<file path="src/hw/rate_limiter_map.vh">
// constants for the per-port rate limiter
`ifndef RATE_LIMITER_MAP_VH
`define RATE_LIMITER_MAP_VH
`define FSEL_LSB        2
`define FSEL_MSB        3
`define IFC_BIT         4
`define PPRI_LSB        3
`define PPRI_MSB        4
`define QLIM_EN_BIT     3
`define RATE_MSB        6
`define FCLS_ALL        2'h0
`define FCLS_MCAST      2'h1
`define FCLS_BCAST      2'h2
`define FCLS_FLOOD      2'h3
`define PSRC_PORT       2'h0
`define PSRC_DOT1P      2'h1
`define PSRC_DSCP       2'h2
`define QMODE_ONE       2'h0
`define QMODE_TWO       2'h1
`define QMODE_FOUR      2'h2
`define SUB1M_STEPS     7'h10
`define STEP_KBPS       24'h000040
`define STEP_MBPS_KBPS  24'h0003E8
`define TEN_MBPS_KBPS   24'h002710
`define WINDOW_US       1000
`define CLK_MHZ         125
`define WINDOW_CYC      (`WINDOW_US * `CLK_MHZ)
`define IFG_BYTES       8'h0C
`define PRE_BYTES       8'h08
`define REMAP_1P_RST    16'hFA50
`define REMAP_DS_RST    128'h0
`define RATIO0_RST      7'h08
`define RATIO1_RST      7'h04
`define RATIO2_RST      7'h02
`define RATIO3_RST      7'h01
`endif

</file>
<file path="src/hw/leaky_bucket.v">
// one token bucket: credit per window, debit per frame byte count
`timescale 1ns/1ps
module leaky_bucket
(
    input  wire        sys_clk,
    input  wire        rst_b,
    input  wire        clk_en,
    input  wire        win_tick,
    input  wire [23:0] credit,
    input  wire        unlimited,
    input  wire        debit,
    input  wire [15:0] debit_bytes,
    output wire        over
);
    reg [23:0] used_r;
    reg [23:0] used_nxt;
    wire [23:0] debit_bits = {5'h00, debit_bytes, 3'h0};

    always @*
    begin
        used_nxt = used_r;
        if (win_tick)
            used_nxt = (used_r > credit) ? used_r - credit : 24'h000000;
        if (debit)
            used_nxt = used_nxt + debit_bits;
    end

    always @(posedge sys_clk or negedge rst_b)
    begin
        if (!rst_b)
            used_r <= 24'h000000;
        else if (clk_en)
            used_r <= used_nxt;
    end

    // bucket overflows once a window's worth of bits is outstanding
    assign over = !unlimited && (used_r >= credit);
endmodule // leaky_bucket

</file>
<file path="src/hw/port_rate_limiter.v">
// per-port ingress metering and egress shaping for one switch port
`timescale 1ns/1ps
`include "rate_limiter_map.vh"
module port_rate_limiter
(
    input  wire         sys_clk,
    input  wire         rst_b,
    input  wire         clk_en,
    input  wire         speed_10,
    input  wire [7:0]   rate_ctrl,
    input  wire [7:0]   port_ctrl0,
    input  wire [7:0]   global_ctrl19,
    input  wire [1:0]   prio_src,
    input  wire [1:0]   queue_mode,
    input  wire         size_add_ifg,
    input  wire         size_add_pre,
    input  wire [15:0]  remap_1p,
    input  wire [127:0] remap_ds,
    input  wire         remap_load,
    input  wire [27:0]  ing_rate,
    input  wire [27:0]  egr_rate,
    input  wire [27:0]  tx_ratio,
    input  wire         rx_sof,
    input  wire [15:0]  rx_len,
    input  wire         rx_mcast,
    input  wire         rx_bcast,
    input  wire         rx_flood,
    input  wire [2:0]   rx_pcp,
    input  wire [5:0]   rx_dscp,
    output reg          rx_drop,
    output reg          rx_pause,
    output reg  [1:0]   rx_prio,
    input  wire [3:0]   txq_valid,
    input  wire [63:0]  txq_len,
    output reg  [3:0]   txq_grant,
    input  wire         tx_done,
    output wire         tx_busy,
    output wire [3:0]   egr_over
);
    // table: code -> kbps, codes 1..15 sub-1M, 16+ whole Mbps, 0 = off
    function [23:0] rate_bits;
        input [6:0] code;
        begin
            if (code == 7'h00)
                rate_bits = 24'h000000;
            else if (code < `SUB1M_STEPS)
                rate_bits = {17'h00000, code} * `STEP_KBPS;
            else
                rate_bits = ({17'h00000, code} - {17'h00000, `SUB1M_STEPS} + 24'h000001)
                            * `STEP_MBPS_KBPS;
        end
    endfunction

    function lim_off;
        input [6:0] code;
        input       gate;
        begin
            // above ten on a 10 Mbps port is no limit
            lim_off = !gate || code == 7'h00 ||
                      (speed_10 && rate_bits(code) > `TEN_MBPS_KBPS);
        end
    endfunction

    function [6:0] fld;
        input [27:0] v;
        input [1:0]  i;
        begin
            fld = v[i*7 +: 7];
        end
    endfunction

    reg  [16:0] win_cnt_r;
    reg         win_tick_r;
    reg  [15:0] remap_1p_r;
    reg  [127:0] remap_ds_r;

    always @(posedge sys_clk or negedge rst_b)
    begin
        if (!rst_b)
        begin
            win_cnt_r  <= 17'h00000;
            win_tick_r <= 1'b0;
        end
        else if (clk_en)
        begin
            win_tick_r <= (win_cnt_r == `WINDOW_CYC - 1);
            win_cnt_r  <= (win_cnt_r == `WINDOW_CYC - 1) ? 17'h00000 : win_cnt_r + 17'h00001;
        end
    end

    // remap tables with defaults, reloaded by software
    always @(posedge sys_clk or negedge rst_b)
    begin
        if (!rst_b)
        begin
            remap_1p_r <= `REMAP_1P_RST;
            remap_ds_r <= `REMAP_DS_RST;
        end
        else if (clk_en && remap_load)
        begin
            remap_1p_r <= remap_1p;
            remap_ds_r <= remap_ds;
        end
    end

    reg [1:0] prio_c;
    always @*
    begin
        case (prio_src)
            `PSRC_DOT1P: prio_c = remap_1p_r[rx_pcp*2 +: 2];
            `PSRC_DSCP:  prio_c = remap_ds_r[rx_dscp*2 +: 2];
            default:     prio_c = port_ctrl0[`PPRI_MSB:`PPRI_LSB];
        endcase
    end

    // queue limiting of queues 1-3 gated by global bit, queue 0 always limited
    wire        qlim_en = global_ctrl19[`QLIM_EN_BIT];
    wire [1:0]  qmask_top = (queue_mode == `QMODE_FOUR) ? 2'h3 :
                            (queue_mode == `QMODE_TWO) ? 2'h1 : 2'h0;
    wire [1:0]  rx_q = (prio_c > qmask_top) ? qmask_top : prio_c;

    function [15:0] frame_size;
        input [15:0] len;
        begin
            frame_size = len + (size_add_ifg ? {8'h00, `IFG_BYTES} : 16'h0000)
                             + (size_add_pre ? {8'h00, `PRE_BYTES} : 16'h0000);
        end
    endfunction

    // class select, meter only matching frames
    reg cls_hit;
    always @*
    begin
        case (rate_ctrl[`FSEL_MSB:`FSEL_LSB])
            `FCLS_ALL:   cls_hit = 1'b1;
            `FCLS_MCAST: cls_hit = rx_mcast;
            `FCLS_BCAST: cls_hit = rx_bcast;
            `FCLS_FLOOD: cls_hit = rx_flood;
            default:     cls_hit = 1'b0;
        endcase
    end

    wire [3:0] ing_over;
    wire       rx_drop_c;
    wire [3:0] egr_over_w;
    reg  [3:0] txq_sent;
    wire [1:0] tx_q;
    reg  [1:0] cur_q_r;

    // separate ingress and egress buckets per priority
    genvar g;
    generate
        for (g = 0; g < 4; g = g + 1)
        begin : bk
            leaky_bucket u_ing
            (
                .sys_clk     (sys_clk),
                .rst_b       (rst_b),
                .clk_en      (clk_en),
                .win_tick    (win_tick_r),
                .credit      (rate_bits(fld(ing_rate, g))),
                .unlimited   (lim_off(fld(ing_rate, g), qlim_en || g == 0)
                              || g > qmask_top),
                .debit       (rx_sof && cls_hit && rx_q == g && !rx_drop_c),
                .debit_bytes (frame_size(rx_len)),
                .over        (ing_over[g])
            );
            leaky_bucket u_egr
            (
                .sys_clk     (sys_clk),
                .rst_b       (rst_b),
                .clk_en      (clk_en),
                .win_tick    (win_tick_r),
                .credit      (rate_bits(fld(egr_rate, g))),
                .unlimited   (lim_off(fld(egr_rate, g), qlim_en || g == 0)
                              || g > qmask_top),
                .debit       (txq_sent[g]),
                .debit_bytes (frame_size(txq_len[g*16 +: 16])),
                .over        (egr_over_w[g])
            );
        end
    endgenerate
    assign egr_over = egr_over_w;

    assign rx_drop_c = cls_hit && ing_over[rx_q] && !rate_ctrl[`IFC_BIT];
    always @(posedge sys_clk or negedge rst_b)
    begin
        if (!rst_b)
        begin
            rx_drop  <= 1'b0;
            rx_pause <= 1'b0;
            rx_prio  <= 2'h0;
        end
        else if (clk_en)
        begin
            rx_drop  <= rx_sof && rx_drop_c;
            rx_pause <= rate_ctrl[`IFC_BIT] && |ing_over;
            if (rx_sof)
                rx_prio <= prio_c;
        end
    end

    // ratio credits, reloaded once no valid queue is eligible
    reg [6:0] ratio_cnt_r [0:3];
    wire [6:0] ratio_rst [0:3];
    assign ratio_rst[0] = `RATIO0_RST;
    assign ratio_rst[1] = `RATIO1_RST;
    assign ratio_rst[2] = `RATIO2_RST;
    assign ratio_rst[3] = `RATIO3_RST;

    localparam ST_IDLE = 2'h0;
    localparam ST_SEND = 2'h1;
    localparam ST_GAP  = 2'h2;
    reg [1:0]  state_r;
    reg [15:0] gap_r;

    // top queue exempt from ratio, over-rate queues just wait
    reg [3:0] elig;
    integer k;
    integer m;
    always @*
    begin
        for (k = 0; k < 4; k = k + 1)
            elig[k] = txq_valid[k] && !egr_over_w[k] && k <= qmask_top
                      && (k == qmask_top || ratio_cnt_r[k] != 7'h00);
    end
    assign tx_q = elig[3] ? 2'h3 : elig[2] ? 2'h2 : elig[1] ? 2'h1 : 2'h0;
    wire ratio_reload = !(|elig) && |txq_valid;

    always @*
    begin
        txq_sent = 4'h0;
        if (state_r == ST_IDLE && |elig)
            txq_sent[tx_q] = 1'b1;
    end

    always @*
    begin
        txq_grant = txq_sent;
    end
    assign tx_busy = state_r != ST_IDLE;

    always @(posedge sys_clk or negedge rst_b)
    begin
        if (!rst_b)
        begin
            state_r <= ST_IDLE;
            cur_q_r <= 2'h0;
            gap_r   <= 16'h0000;
            ratio_cnt_r[0] <= `RATIO0_RST;
            ratio_cnt_r[1] <= `RATIO1_RST;
            ratio_cnt_r[2] <= `RATIO2_RST;
            ratio_cnt_r[3] <= `RATIO3_RST;
        end
        else if (clk_en)
        begin
            case (state_r)
                ST_IDLE:
                begin
                    if (|elig)
                    begin
                        cur_q_r <= tx_q;
                        state_r <= ST_SEND;
                        // gap stretch scales with frame size
                        gap_r <= frame_size(txq_len[tx_q*16 +: 16]);
                        if (tx_q != qmask_top)
                            ratio_cnt_r[tx_q] <= ratio_cnt_r[tx_q] - 7'h01;
                    end
                    else if (ratio_reload)
                    begin
                        for (m = 0; m < 4; m = m + 1)
                            ratio_cnt_r[m] <= (fld(tx_ratio, m[1:0]) == 7'h00) ?
                                              ratio_rst[m] : fld(tx_ratio, m[1:0]);
                    end
                end
                ST_SEND:
                    if (tx_done)
                        state_r <= egr_over_w[cur_q_r] ? ST_GAP : ST_IDLE;
                ST_GAP:
                begin
                    // hold off until the gap expires
                    gap_r <= gap_r - 16'h0001;
                    if (gap_r <= 16'h0001)
                        state_r <= ST_IDLE;
                end
                default:
                    state_r <= ST_IDLE;
            endcase
        end
    end
endmodule // port_rate_limiter

</file>
<file path="config.mk">
export PLATFORM = sky130hd
export DESIGN_NAME = port_rate_limiter
export DESIGN_NICKNAME = d
export VERILOG_FILES = /design/src/hw/leaky_bucket.v /design/src/hw/port_rate_limiter.v
export VERILOG_INCLUDE_DIRS = /design/src /design/src/hw
export SDC_FILE = /design/constraint.sdc
export NUM_CORES = 2
export LEC_CHECK = 0
export BUFFER_PORTS_ARGS = -buffer_cell sky130_fd_sc_hd__clkbuf_2
export CAP_MARGIN = 15
export CORE_MARGIN = 2
export CORE_UTILIZATION = 60
export CTS_CLUSTER_SIZE = 16
export DETAILED_ROUTE_END_ITERATION = 8
export PLACE_DENSITY = 0.79
export SLEW_MARGIN = 20
export SYNTH_ARGS = -nofsm -noshare
export SYNTH_HDL_FRONTEND = slang
export SYNTH_SLANG_ARGS = --single-unit
</file>
<file path="constraint.sdc">
create_clock -name sys_clk -period 15.8 [get_ports sys_clk]
set_clock_uncertainty 0.15 [all_clocks]
set_input_delay 3.16 -clock sys_clk [delete_from_list [all_inputs] [get_ports sys_clk]]
set_output_delay 3.16 -clock sys_clk [all_outputs]
set_load 0.05 [all_outputs]
</file>
==> flow_summary.toml <==
[run_status]
status = "completed"

[worst_setup_path]
crit_top_cell = "ha_1"
reg2reg_from = "bk[2].u_egr.used_r[4]$_DFFE_PN0P_"
worstReg2RegEnd = "bk[2].u_egr.used_r[23]$_DFFE_PN0P_"
reg2reg_depth = 29
cp_top_family = "simple AND/OR/NAND/NOR gates"
critPathCaptureType = "output port"
path_class = "input port to output port"
slowest_stage = "nor4_4"
critPathLaunchType = "input port"
r2r_slack_ns = 8.36
crit_required_ns = 12.49
crit_buf_inv = 5
max_stage_delay_ns = 0.63
path_max_fanout = 8
cp.arrival_ns = 11.63

[timing]
setup_tns_ns = 0
relSlewSlack = 0.222
min_period_ns = 14.94
fin_ws_ns = 0.860
slew_violations = 0
fmax_mhz = 66.9
hold_violations = 0
fin_crit_sh = 0.946
worst_slew_pin_slew_ns = 1.17
setup_viol_count_final = 0
rsz0062_at_grt = "no"

[yosys]
syn_avg_cell_area_um2 = 8.56
yosys.area.top_type_share = 0.176
yosysWarningCount = 0
async_reset_ff_frac = 1.00
synth_cell_types = 109
synth_ff_type = "dfrtp_1"
synth_seq_cells = 382
syn_area_um2 = 52500
synthCells = 6131
synth_edf_count = 0
ys_seq_area_frac = 0.182
synth_area_leaders = "dfrtp_1 18%, ha_1 15%, fa_1 9.3%"
yosysTopAreaCell = "dfrtp_1"
synth_fp_nets = 7376

[clocking]
ctsResizeCount = 0
ctsLongestPathBuffers = 3
cts_tree = "yes"
clock-root-buffer = "clkbuf_16"
numClockSinks = 382
post_cts_buffers = 0
clk_latency_ns = 0.61
clkTransAtPathRegs_ns = 0.05
cts_hold_buffers = 0
cts-buffers-inserted = 46
cts_max_level = 2

[global_routing]
grt_max_degree = 162
grt_pass1_vias = 45700
antenna_found_initial = 17
gr-usage-all-layers = 0.307
grt_overflow = 0
grt_first_pass_wirelength_um = 228000

[die]
io_pins = 374
die_area_um2 = 89900
core.rowCount = 108
core_area_um2 = 86800
die_h_um = 300
initial_utilization = 0.605
die_x_um = 300

[power_and_ir_drop]
switching_share = 0.508
p_switching_uw = 7040
leakage_uw = 0.0265
pwr-share-clk = 0.078
power.density_nw_per_um2 = 243
p_comb_frac = 0.813
seqPwrFrac = 0.109
ir_worst_vdd_v = 0.000235
p_total_uw = 13800
p_int_uw = 6800

[hold_path]
hp-start = "ratio_cnt_r[2]$_DFFE_PN0P_"
holdPathEnd = "ratio_cnt_r[2]$_DFFE_PN0P_"
whs_path_depth = 2
hold_class = "register to register"

[cells_and_area]
final_cell_mix = "640 x ha_1, 609 x inv_1, 471 x nand2_1"
area_growth_syn_to_layout_pct = 8.52
fin_area_um2 = 57000
layout_commonest_cell = "ha_1"
layout-drive-gt1-share = 0.128
fin_nets = 7633

[flow_run]
drv_cap = 0

[placement]
io_buffers = 355
place_area_um2 = 55400
place_congestion = 0.986
dp_hpwl_um = 111000
place_ws_ns = 0.968

[routing]
drt_first_iter_violations = 3221
drt-pass1-iter-count = 6
post-route-drc-count = 0
wl_per_cell_um = 18.5
vias = 46200
wl_um = 140000
viasPerCell = 6.09
antenna_left = 0
## layer usage
| layer | wire length [µm] | global-route usage | up-vias | part of all wire |
|---|---|---|---|---|
| met2 | 68800 | 0.542 | 1410 | 0.49 |
| met1 | 57300 | 0.381 | 22200 | 0.41 |
| met4 | 5670 | 0.124 | 8 | 0.040 |
| met3 | 8490 | 0.0375 | 326 | 0.061 |
| li1 | - | - | 22300 | - |
| met5 | 53 | 0 | - | 0.00038 |
## cell type report
cell class              count  area, µm²
well taps                1155       1450
flip-flops and latches    382       9580
inverters                 616       2310
clock inverters            19        229
diodes                     15       37.5
multi-input cells        4930      39800
fillers                  7199      29800
repair buffers            412       2270
clock buffers              65       1290
## through the flow
| stage | util | hold WS [ns] | cells |
|---|---|---|---|
| floorplan | - | 0.296 | 6131 |
| global placement | 0.639 | 0.313 | 7495 |
| detailed placement | 0.639 | 0.321 | 7495 |
| CTS | 0.656 | 0.336 | 7579 |
| global route | 0.657 | 0.351 | 7592 |
| finish | 0.657 | 0.336 | 7594 |
## cell usage after synthesis, types with 33 or more instances
master and instances:
ha_1 640, inv_1 610, nand2_1 472, nor2_1 462, a21oi_1 404, xnor2_1 374, dfrtp_1 370, o21ai_0 303
fa_1 244, xor2_1 208, mux2_2 193, clkbuf_1 154, a21o_1 133, nor3_1 124, nand3_1 107, a22o_1 100
nand4_1 74, nand2b_1 68, mux2i_1 65, nor2b_1 64, o21a_1 53, mux4_2 47, a22oi_1 43, o21bai_1 43
o22ai_1 43, a31oi_1 41, and3_1 39, o211ai_1 38, nor4_1 36, a211oi_1 33
## cells by family after synthesis
group	count (synthesis)	synth area share
XOR/XNOR	582	0.0971
adder cells (fa/ha/maj)	884	0.246
AO/OA/AOI/OAI	1553	0.196
multiplexers	305	0.0739
flip-flops	382	0.182
buffers and inverters	819	0.0599
AND/OR/NAND/NOR	1606	0.145
## worst register-to-register path: cells and delay by family, from the launching register on
kind	cells	cell delay (ns)
buffers and inverters	2	0.17
AOI/OAI and AO/OA	18	3.91
muxes	1	0.14
and+or+nand+nor	6	1.82
DFF	1	0.43
adders and majority gates	2	0.72
## power groups by stage
stage	logic (µW)	clock network (µW)	registers (µW)
global placement	10800	0	1500
CTS	11200	1100	1500
global route	12600	1130	1540
floorplan	9000	0	1440
detailed placement	11100	0	1510
finish	11300	1080	1510
## flip-flops by register name, summed over array words and instances (netlist names)
| name | count |
|---|---|
| rx_pause | 1 |
| gap_r | 16 |
| win_tick_r | 1 |
| ratio_cnt_r | 28 |
| remap_1p_r | 16 |
| rx_drop | 1 |
| state_r | 2 |
| remap_ds_r | 128 |
| bk.u_ing.used_r | 84 |
| rx_prio | 2 |
| bk.u_egr.used_r | 84 |
| win_cnt_r | 17 |
| cur_q_r | 2 |
## worst max path at each step
stage / startpoint / to / depth (start not counted)
finish: egr_rate[11] / txq_grant[0] / 30
detailed placement: egr_rate[25] / txq_grant[0] / 30
floorplan: egr_rate[11] / txq_grant[1] / 34
global route: egr_rate[25] / txq_grant[1] / 32
global placement: egr_rate[18] / txq_grant[2] / 36
CTS: egr_rate[25] / txq_grant[0] / 30
(Power assumes the default switching activity.)
